<file path="config.mk">
export PLATFORM = sky130hd
export DESIGN_NAME = swc_top
export DESIGN_NICKNAME = d
export VERILOG_FILES = /design/src/rtl/swc_pkg.sv /design/src/rtl/swc_top.sv
export VERILOG_INCLUDE_DIRS = /design/src /design/src/rtl
export SDC_FILE = /design/constraint.sdc
export NUM_CORES = 1
export LEC_CHECK = 0
export BUFFER_PORTS_ARGS = -buffer_cell sky130_fd_sc_hd__buf_2
export CAP_MARGIN = 20
export CORE_UTILIZATION = 47
export CTS_CLUSTER_SIZE = 16
export DETAILED_ROUTE_END_ITERATION = 8
export PLACE_DENSITY = 0.75
export SLEW_MARGIN = 20
export SYNTH_ARGS = -nofsm -noshare
export SYNTH_HDL_FRONTEND = slang
export SYNTH_SLANG_ARGS = --single-unit
</file>
<file path="constraint.sdc">
create_clock -name clk -period 2.2 [get_ports clk]
set_clock_uncertainty 0.05 [all_clocks]
set_input_delay 0.33 -clock clk [delete_from_list [all_inputs] [get_ports clk]]
set_output_delay 0.33 -clock clk [all_outputs]
set_load 0.05 [all_outputs]
</file>
<file path="src/rtl/swc_consts.svh">
// constants for the sleep and wake controller: offsets, fields, reset values, counts
// Functional notes
// writing one to bit 3 requests sleep
// sleep halts cpu, oscillator, reference, flash
// supply monitor and slow oscillator keep running
// firmware passes through resistive mode first
// firmware picks pull opposite to driven level
// three drive registers, bit n is pin n
// analog high impedance code is 110
// any reset ends sleep, boot restarts
// five interrupt sources may wake device
// pending enabled interrupt blocks sleep bit
// firmware disables interrupts while preparing sleep
// wake depends only on mask bits
// wake with interrupts off leaves it pending
// firmware clears pending or enables interrupts
// interrupt wake runs prefetched next instruction
// interrupts off: execution resumes in sequence
// no interrupt right after enable instruction
// sleep timer ticks at 1/8/64/512 Hz
// sleep starts only after prefetch completes
`ifndef SWC_CONSTS_SVH
`define SWC_CONSTS_SVH
// register byte offsets
`define SWC_OFF_SCR 8'h00
`define SWC_OFF_IMSK 8'h04
`define SWC_OFF_ICLR 8'h08
`define SWC_OFF_TMR 8'h0C
`define SWC_OFF_DM0 8'h10
`define SWC_OFF_DM1 8'h14
`define SWC_OFF_DM2 8'h18
`define SWC_OFF_EVST 8'h1C
`define SWC_OFF_EVMSK 8'h20
// field positions and widths
`define SWC_SCR_SLEEP 3
`define SWC_NSRC 5
`define SWC_NEV 3
`define SWC_EV_SLEPT 0
`define SWC_EV_WOKE 1
`define SWC_EV_REFUSED 2
// reset values
`define SWC_DM0_RST 8'hFF
`define SWC_DM1_RST 8'h00
`define SWC_DM2_RST 8'h00
`define SWC_TMR_RST 2'h0
// slow oscillator rate in hertz and the four timer rates
`define SWC_ILO_HZ 32000
`define SWC_RATE0_HZ 1
`define SWC_RATE1_HZ 8
`define SWC_RATE2_HZ 64
`define SWC_RATE3_HZ 512
`endif

</file>
<file path="src/rtl/swc_pkg.sv">
// types for the sleep and wake controller
package swc_pkg;
   typedef enum logic [3:0] {
      ST_RUN = 4'h1,
      ST_ARMED = 4'h2,
      ST_SLEEP = 4'h4,
      ST_WAKE = 4'h8
   } swc_state_e;

   typedef struct packed {
      swc_state_e st;
      logic [1:0] ilo_sync;
      logic ilo_prev;
      logic [1:0] rst_sync;
      logic rst_prev;
      logic [7:0] src_sync1;
      logic [7:0] src_sync2;
      logic [14:0] tmr_cnt;
      logic [1:0] tmr_rate;
      logic [4:0] mask;
      logic [4:0] pend;
      logic [7:0] dm0;
      logic [7:0] dm1;
      logic [7:0] dm2;
      logic [2:0] ev;
      logic [2:0] evmask;
      logic ei_shadow;
      logic boot;
      logic resume;
      logic [31:0] rdata;
      logic slverr;
   } swc_regs_s;
endpackage

</file>
<file path="src/rtl/swc_top.sv">
// sleep and wake controller with apb registers and port drive modes
`include "swc_consts.svh"

module swc_top #(
   parameter int ILO_HZ = `SWC_ILO_HZ
) (
   // clock and reset
   input wire logic clk,
   input wire logic sys_rst,
   // apb slave
   input wire logic psel,
   input wire logic penable,
   input wire logic pwrite,
   input wire logic [7:0] paddr,
   input wire logic [31:0] pwdata,
   output logic [31:0] prdata,
   output logic pready,
   output logic pslverr,
   // asynchronous pins: slow oscillator, reset causes, wake sources
   input wire logic ilo_clk,
   input wire logic ext_rst,
   input wire logic wdt_rst,
   input wire logic por_rst,
   input wire logic lvd_irq,
   input wire logic gpio_irq,
   input wire logic acol_irq,
   input wire logic async_irq,
   // cpu side, same clock
   input wire logic gie,
   input wire logic ei_exec,
   input wire logic instr_boundary,
   input wire logic prefetch_done,
   output logic cpu_halt,
   output logic cpu_int_req,
   output logic boot_restart,
   output logic resume_next,
   // power controls
   output logic imo_en,
   output logic bandgap_en,
   output logic flash_en,
   output logic lvm_en,
   output logic ilo_en,
   // port drive modes
   output logic [7:0] port_dm_low,
   output logic [7:0] port_dm_mid,
   output logic [7:0] port_dm_high,
   output logic [7:0] port_analog_hiz,
   // interrupt
   output logic irq
);

   // timer terminal counts in slow oscillator ticks
   localparam logic [14:0] TC0 = 15'(ILO_HZ / `SWC_RATE0_HZ - 1);
   localparam logic [14:0] TC1 = 15'(ILO_HZ / `SWC_RATE1_HZ - 1);
   localparam logic [14:0] TC2 = 15'(ILO_HZ / `SWC_RATE2_HZ - 1);
   localparam logic [14:0] TC3 = 15'(ILO_HZ / `SWC_RATE3_HZ - 1);

   swc_pkg::swc_regs_s r_q;
   swc_pkg::swc_regs_s r_d;

   logic wr;
   logic rd_setup;
   logic sleep_wr;
   logic wake_req;
   logic int_blocked;
   logic ilo_rise;
   logic tmr_hit;
   logic rst_any;
   logic rst_fell;
   logic [4:0] src_lvl;
   logic [4:0] clr_mask;
   logic [2:0] ev_set;
   logic [14:0] tmr_tc;

   // terminal count for the selected rate
   function automatic logic [14:0] rate_tc(input logic [1:0] sel);
      case (sel)
         2'h0: rate_tc = TC0;
         2'h1: rate_tc = TC1;
         2'h2: rate_tc = TC2;
         default: rate_tc = TC3;
      endcase
   endfunction

   // address decode, shared by write strobe and slave error
   function automatic logic addr_ok(input logic [7:0] a);
      case (a)
         `SWC_OFF_SCR, `SWC_OFF_IMSK, `SWC_OFF_ICLR, `SWC_OFF_TMR, `SWC_OFF_DM0,
         `SWC_OFF_DM1, `SWC_OFF_DM2, `SWC_OFF_EVST, `SWC_OFF_EVMSK: addr_ok = 1'b1;
         default: addr_ok = 1'b0;
      endcase
   endfunction

   // decoded strobes and events; zero wait states, so ready is constant
   always_comb
   begin
      wr = psel && penable && pwrite && addr_ok(paddr);
      rd_setup = psel && !penable;
      sleep_wr = wr && paddr == `SWC_OFF_SCR && pwdata[`SWC_SCR_SLEEP];
      src_lvl = {r_q.src_sync2[3:0], 1'b0};
      wake_req = |(r_q.pend & r_q.mask); // mask alone decides wake
      // an enable instruction hides interrupts in its own cycle and for one clock cycle after it
      int_blocked = r_q.ei_shadow || ei_exec;
      ilo_rise = r_q.ilo_sync[1] && !r_q.ilo_prev;
      tmr_tc = rate_tc(r_q.tmr_rate);
      tmr_hit = ilo_rise && r_q.tmr_cnt == tmr_tc;
      rst_any = r_q.rst_sync[1];
      rst_fell = r_q.rst_prev && !r_q.rst_sync[1]; // falling edge from the second flop and its delayed copy
      clr_mask = (wr && paddr == `SWC_OFF_ICLR) ? pwdata[4:0] : 5'h00;
      // hardware events, each a one-cycle set into the sticky status
      ev_set = 3'h0;
      ev_set[`SWC_EV_SLEPT] = r_q.st == swc_pkg::ST_ARMED && instr_boundary && prefetch_done && !rst_any;
      ev_set[`SWC_EV_WOKE] = r_q.st == swc_pkg::ST_SLEEP && wake_req && !rst_any;
      ev_set[`SWC_EV_REFUSED] = r_q.st == swc_pkg::ST_RUN && sleep_wr && wake_req && gie;
   end

   // next-state logic for the whole block
   always_comb
   begin
      r_d = r_q;
      // two flops on every asynchronous pin before use
      r_d.ilo_sync = {r_q.ilo_sync[0], ilo_clk};
      r_d.ilo_prev = r_q.ilo_sync[1];
      r_d.rst_sync = {r_q.rst_sync[0], ext_rst || wdt_rst || por_rst};
      r_d.rst_prev = r_q.rst_sync[1];
      r_d.src_sync1 = {4'h0, async_irq, acol_irq, gpio_irq, lvd_irq};
      r_d.src_sync2 = r_q.src_sync1;
      r_d.boot = 1'b0;
      r_d.resume = 1'b0;
      r_d.ei_shadow = ei_exec;
      // sleep timer keeps counting in every state, it runs off the slow clock
      if (ilo_rise)
         r_d.tmr_cnt = tmr_hit ? 15'h0000 : 15'(r_q.tmr_cnt + 15'h0001);
      // pending requests: set wins over a clear in the same cycle
      r_d.pend = (r_q.pend & ~clr_mask) | src_lvl | {4'h0, tmr_hit};
      // register writes
      if (wr)
      begin
         case (paddr)
            `SWC_OFF_IMSK: r_d.mask = pwdata[4:0];
            `SWC_OFF_TMR:
            begin
               r_d.tmr_rate = pwdata[1:0];
               r_d.tmr_cnt = 15'h0000;
            end
            `SWC_OFF_DM0: r_d.dm0 = pwdata[7:0];
            `SWC_OFF_DM1: r_d.dm1 = pwdata[7:0];
            `SWC_OFF_DM2: r_d.dm2 = pwdata[7:0];
            `SWC_OFF_EVMSK: r_d.evmask = pwdata[2:0];
            default: r_d.evmask = r_q.evmask;
         endcase
      end
      // sleep sequencer
      case (r_q.st)
         swc_pkg::ST_RUN:
         begin
            if (sleep_wr)
            begin
               // an enabled pending interrupt wins: the bit stays clear
               if (!(wake_req && gie))
                  r_d.st = swc_pkg::ST_ARMED;
            end
         end
         swc_pkg::ST_ARMED:
         begin
            // wait for the next instruction to be fully fetched
            if (instr_boundary && prefetch_done)
            begin
               r_d.st = swc_pkg::ST_SLEEP;
            end
         end
         swc_pkg::ST_SLEEP:
         begin
            // masked-in request wakes whatever the global flag says
            if (wake_req)
            begin
               r_d.st = swc_pkg::ST_WAKE;
               r_d.resume = 1'b1;
            end
         end
         swc_pkg::ST_WAKE:
            r_d.st = swc_pkg::ST_RUN; // resume in sequence
         default: r_d.st = swc_pkg::ST_RUN;
      endcase
      // event status: write one to clear, hardware set wins
      if (wr && paddr == `SWC_OFF_EVST)
         r_d.ev = r_q.ev & ~pwdata[2:0];
      r_d.ev = r_d.ev | ev_set; // a set in the clearing cycle survives
      // any reset cause ends sleep and restarts at boot
      if (rst_any)
      begin
         r_d.st = swc_pkg::ST_RUN;
         r_d.resume = 1'b0;
      end
      r_d.boot = rst_fell;
      // read data captured in setup, presented in the access phase
      if (rd_setup)
      begin
         r_d.slverr = !addr_ok(paddr);
         case (paddr)
            `SWC_OFF_SCR: r_d.rdata = {28'h0, (r_q.st != swc_pkg::ST_RUN), 3'h0};
            `SWC_OFF_IMSK: r_d.rdata = {27'h0, r_q.mask};
            `SWC_OFF_ICLR: r_d.rdata = {27'h0, r_q.pend};
            `SWC_OFF_TMR: r_d.rdata = {30'h0, r_q.tmr_rate};
            `SWC_OFF_DM0: r_d.rdata = {24'h0, r_q.dm0};
            `SWC_OFF_DM1: r_d.rdata = {24'h0, r_q.dm1};
            `SWC_OFF_DM2: r_d.rdata = {24'h0, r_q.dm2};
            `SWC_OFF_EVST: r_d.rdata = {29'h0, r_q.ev};
            `SWC_OFF_EVMSK: r_d.rdata = {29'h0, r_q.evmask};
            default: r_d.rdata = 32'h0000_0000;
         endcase
      end
   end

   // single state register, synchronous reset
   always_ff @(posedge clk)
   begin
      if (sys_rst)
      begin
         r_q <= '0;
         r_q.st <= swc_pkg::ST_RUN;
         r_q.dm0 <= `SWC_DM0_RST;
         r_q.dm1 <= `SWC_DM1_RST;
         r_q.dm2 <= `SWC_DM2_RST;
         r_q.tmr_rate <= `SWC_TMR_RST;
      end
      else
         r_q <= r_d;
   end

   // outputs; imo, bandgap and flash enables follow the state flop directly, supply monitor and slow oscillator stay on
   assign pready = 1'b1;
   assign prdata = r_q.rdata;
   assign pslverr = r_q.slverr;
   assign cpu_halt = r_q.st == swc_pkg::ST_SLEEP;
   assign imo_en = r_q.st != swc_pkg::ST_SLEEP;
   assign bandgap_en = r_q.st != swc_pkg::ST_SLEEP;
   assign flash_en = r_q.st != swc_pkg::ST_SLEEP;
   assign lvm_en = 1'b1;
   assign ilo_en = 1'b1;
   // service only when awake, globally enabled and not shadowed
   assign cpu_int_req = wake_req && gie && !int_blocked && r_q.st == swc_pkg::ST_RUN;
   assign boot_restart = r_q.boot;
   assign resume_next = r_q.resume;
   assign port_dm_low = r_q.dm0;
   assign port_dm_mid = r_q.dm1;
   assign port_dm_high = r_q.dm2;
   assign port_analog_hiz = r_q.dm2 & r_q.dm1 & ~r_q.dm0;
   assign irq = |(r_q.ev & r_q.evmask);
endmodule

</file>
==> impl_metrics.toml <==
[grt]
grt_start_max_net_pins = 24
grt-ovfl-total = 0
antenna_found_initial = 0
grtUsageTotal_pct = 20.5
grt_pass1_wl_um = 16000
first_global_vias = 3355

[floorplanning]
floorplan.die.height_um = 99.8
coreArea_mm2 = 0.00924
floorplan.rows = 35
io_pins = 133
start_util_pct = 48.6
die_x_um = 99.8
die_area_mm2 = 0.00995

[route]
viasPerCell = 5.45
drc_errors = 0
drt-pass1-iter-count = 5
via_count = 3765
wl_per_cell_um = 14.8
ant_nets = 0
dr.first_iter.drc_count = 261
drt-total-wl_um = 10200

[clocking]
cts_setup_buffers = 0
cts_tree = "built"
htreeDepth = 3
clk_latency_ps = 360
numCtsBuffers = 9
cts_sinks = 87
clockBufferDepth = 2
path_clk_slew_ps = 90
cts-root-buf = "clkbuf_8"

[outcome]
outcome = "complete, but fails checks"
violations = "setup timing"

[setup_path]
cp_max_fo = 5
crit_chain = "or4b_4 > a211o_1 > nor3_4 > buf_6"
cp_data_arrival_time_ps = 1820
slowest_stage = "or4b_4"
timing.rr.start = "r_q[77]$_SDFFE_PP0P_"
critPathRequiredTime_ps = 1820
max_stage_delay_ps = 530
startpoint = "r_q[116]$_SDFFE_PP0P_"
end_kind = "output pin"
crit_type = "register to output pin"
start_kind = "register"

[synthesis]
synth_cells = 504
ys_top_cells_by_area = "dfxtp_1, buf_4, mux2i_1, nor2_1, nand2_1"
ys_seq_area_share_pct = 38.8
yosys.area.top_type = "dfxtp_1"
ys_types = 65
synth-seq-cells = 87
ys_dominant_reg_cell = "dfxtp_1"
synth.avg_cell_area_um2 = 8.91
async_flop_share_pct = 0
ys.warnings.count = 0
synth_top_cell_area_share_pct = 38.8
synth_edf_count = 0
synthesis.area_mm2 = 0.00449

[pwr]
p_leak_nw = 2.20
power_density_mw_per_mm2 = 605
ir_drop_v = 0.000435
total_power_mw = 3.01

[sta]
rsz0062_at_grt = "yes"
fin_setup_tns_ps = -2.35
fin_crit_ps = 2200
worst_pin_slew_ps = 605
finalCritPeriodShare_pct = 100
slew_violations = 0
hold_violations = 0
fmax_ghz = 0.454
setup_slack_ps = -2.35
setup_viol = 1
slew_headroom_pct = 59.3

[hold_path]
hold_path.class = "input pin to register"
worst_hold_startpoint = "acol_irq"

[finish]
layout.cells.most_common = "dfxtp_1"
postLayoutCellArea_mm2 = 0.00498
drive_gt1_share_pct = 25.6
final_cell_mix = "dfxtp_1, buf_2, nor2_1, nand2_1, mux2i_1"
final_nets = 620
area_delta_synth_final_pct = 10.9
antennaDiodeCount = 0

[place]
dp_hpwl_um = 7560
portBuffers = 81
routabilityCongestion = 0.924
placed_area_mm2 = 0.00476

[job]
max_cap_violations = 0
[kinds of logic (layout without fill, tap and decap cells)]
logic type,Yosys count,count (layout),share of synthesized area [%]
buffers and inverters,103,136,13.9
DFF,87,87,38.8
xor gates and xnor gates,13,13,2.53
and+or+nand+nor,181,181,21.9
other,2,27,0.167
AOI/OAI and AO/OA,73,73,12.0
adders and majority gates,6,6,1.67
muxes,39,39,9.05
[synthesized netlist by cell type (3+ instances only)]
library cell and n:
dfxtp_1 87, buf_4 61, nor2_1 43, nand2_1 36
mux2i_1 35, nor2b_1 20, inv_1 19, nor3_1 15
clkbuf_1 14, a21oi_1 12, nand4_1 12, nand3_1 11
o21ai_0 10, a22oi_1 7, xnor2_1 7, buf_2 6
ha_1 6, o211ai_1 6, xor2_1 6, a211oi_1 5
and3_1 4, and4_1 4, nand3b_1 4, or3b_2 4
a31o_2 3, buf_1 3, mux2_2 3, nand2b_1 3
nor4_1 3, nor4b_1 3, o2bb2ai_1 3, or3_1 3
or4b_2 3
[metrics by stage]
| stage | setup WS, ps | instances | utilization [%] | hold slack (ps) |
|---|---|---|---|---|
| after floorplan | 13.8 | 529 | - | 344 |
| after global placement | 127 | 675 | 51.6 | 355 |
| after detailed placement | 111 | 675 | 51.6 | 362 |
| after CTS | -17.3 | 691 | 53.9 | 117 |
| after global routing | -80.7 | 691 | 53.9 | 120 |
| final | -2.35 | 691 | 53.9 | 130 |
[repair_timing]
action | CTS | global route
hold endpoints to repair | 0 | 0
pin swaps | 1 | 0
hold buffers | 0 | 0
gates resized for setup | 5 | 1
endpoints found under the setup margin | 2 | 5
gates cloned | 0 | 0
[worst max-delay path: cells and delay by family (launching register included)]
| kind | cells | cell delay, ps |
|---|---|---|
| compound gates | 1 | 280 |
| flops | 1 | 350 |
| simple gates | 2 | 650 |
| buf+inv | 1 | 180 |
[per-layer routing]
metal	share of wire, %	vias up	global-route usage, %	wire, um
met5	0	-	0	0
met4	2.7	0	9.84	277
met3	6.0	32	4.01	612
met2	48	150	34.0	4870
met1	43	1791	25.6	4430
li1	-	1792	-	-
[sequential cells by signal (all words and copies together) (netlist names)]
register,cells
r_q,44
port_dm_high,8
port_dm_low,8
port_dm_mid,8
prdata,8
r_d,8
boot_restart,1
pslverr,1
resume_next,1
[final cells by class]
class	count	area, um^2
repair buffers	101	564
flip-flops and latches	87	1740
clock buffers	9	124
clock inverters	7	77.6
multi-input cells	339	2240
well taps	129	161
inverters	19	73.8
fillers	815	4260
[path summary, 6_finish.rpt]
| path | to | slack (ps) | cells after the start |
|---|---|---|---|
| worst min register to register | boot_restart$_SDFF_PP0_ | 370 | 2 |
| worst min-delay path | r_d[95]$_SDFF_PP0_ | 130 | 2 |
| worst max-delay path | cpu_int_req | -2 | 4 |
| worst max register to register | r_q[87]$_SDFF_PP0_ | 180 | 7 |
[power breakdown]
part / total [mW] / switching, mW / internal (mW)
sequential: 1.60 / 0.0101 / 1.59
clock: 1.12 / 0.581 / 0.536
combinational: 0.294 / 0.223 / 0.0707
total: 3.01 / 0.814 / 2.20
Power figures use the tool's default switching activity.
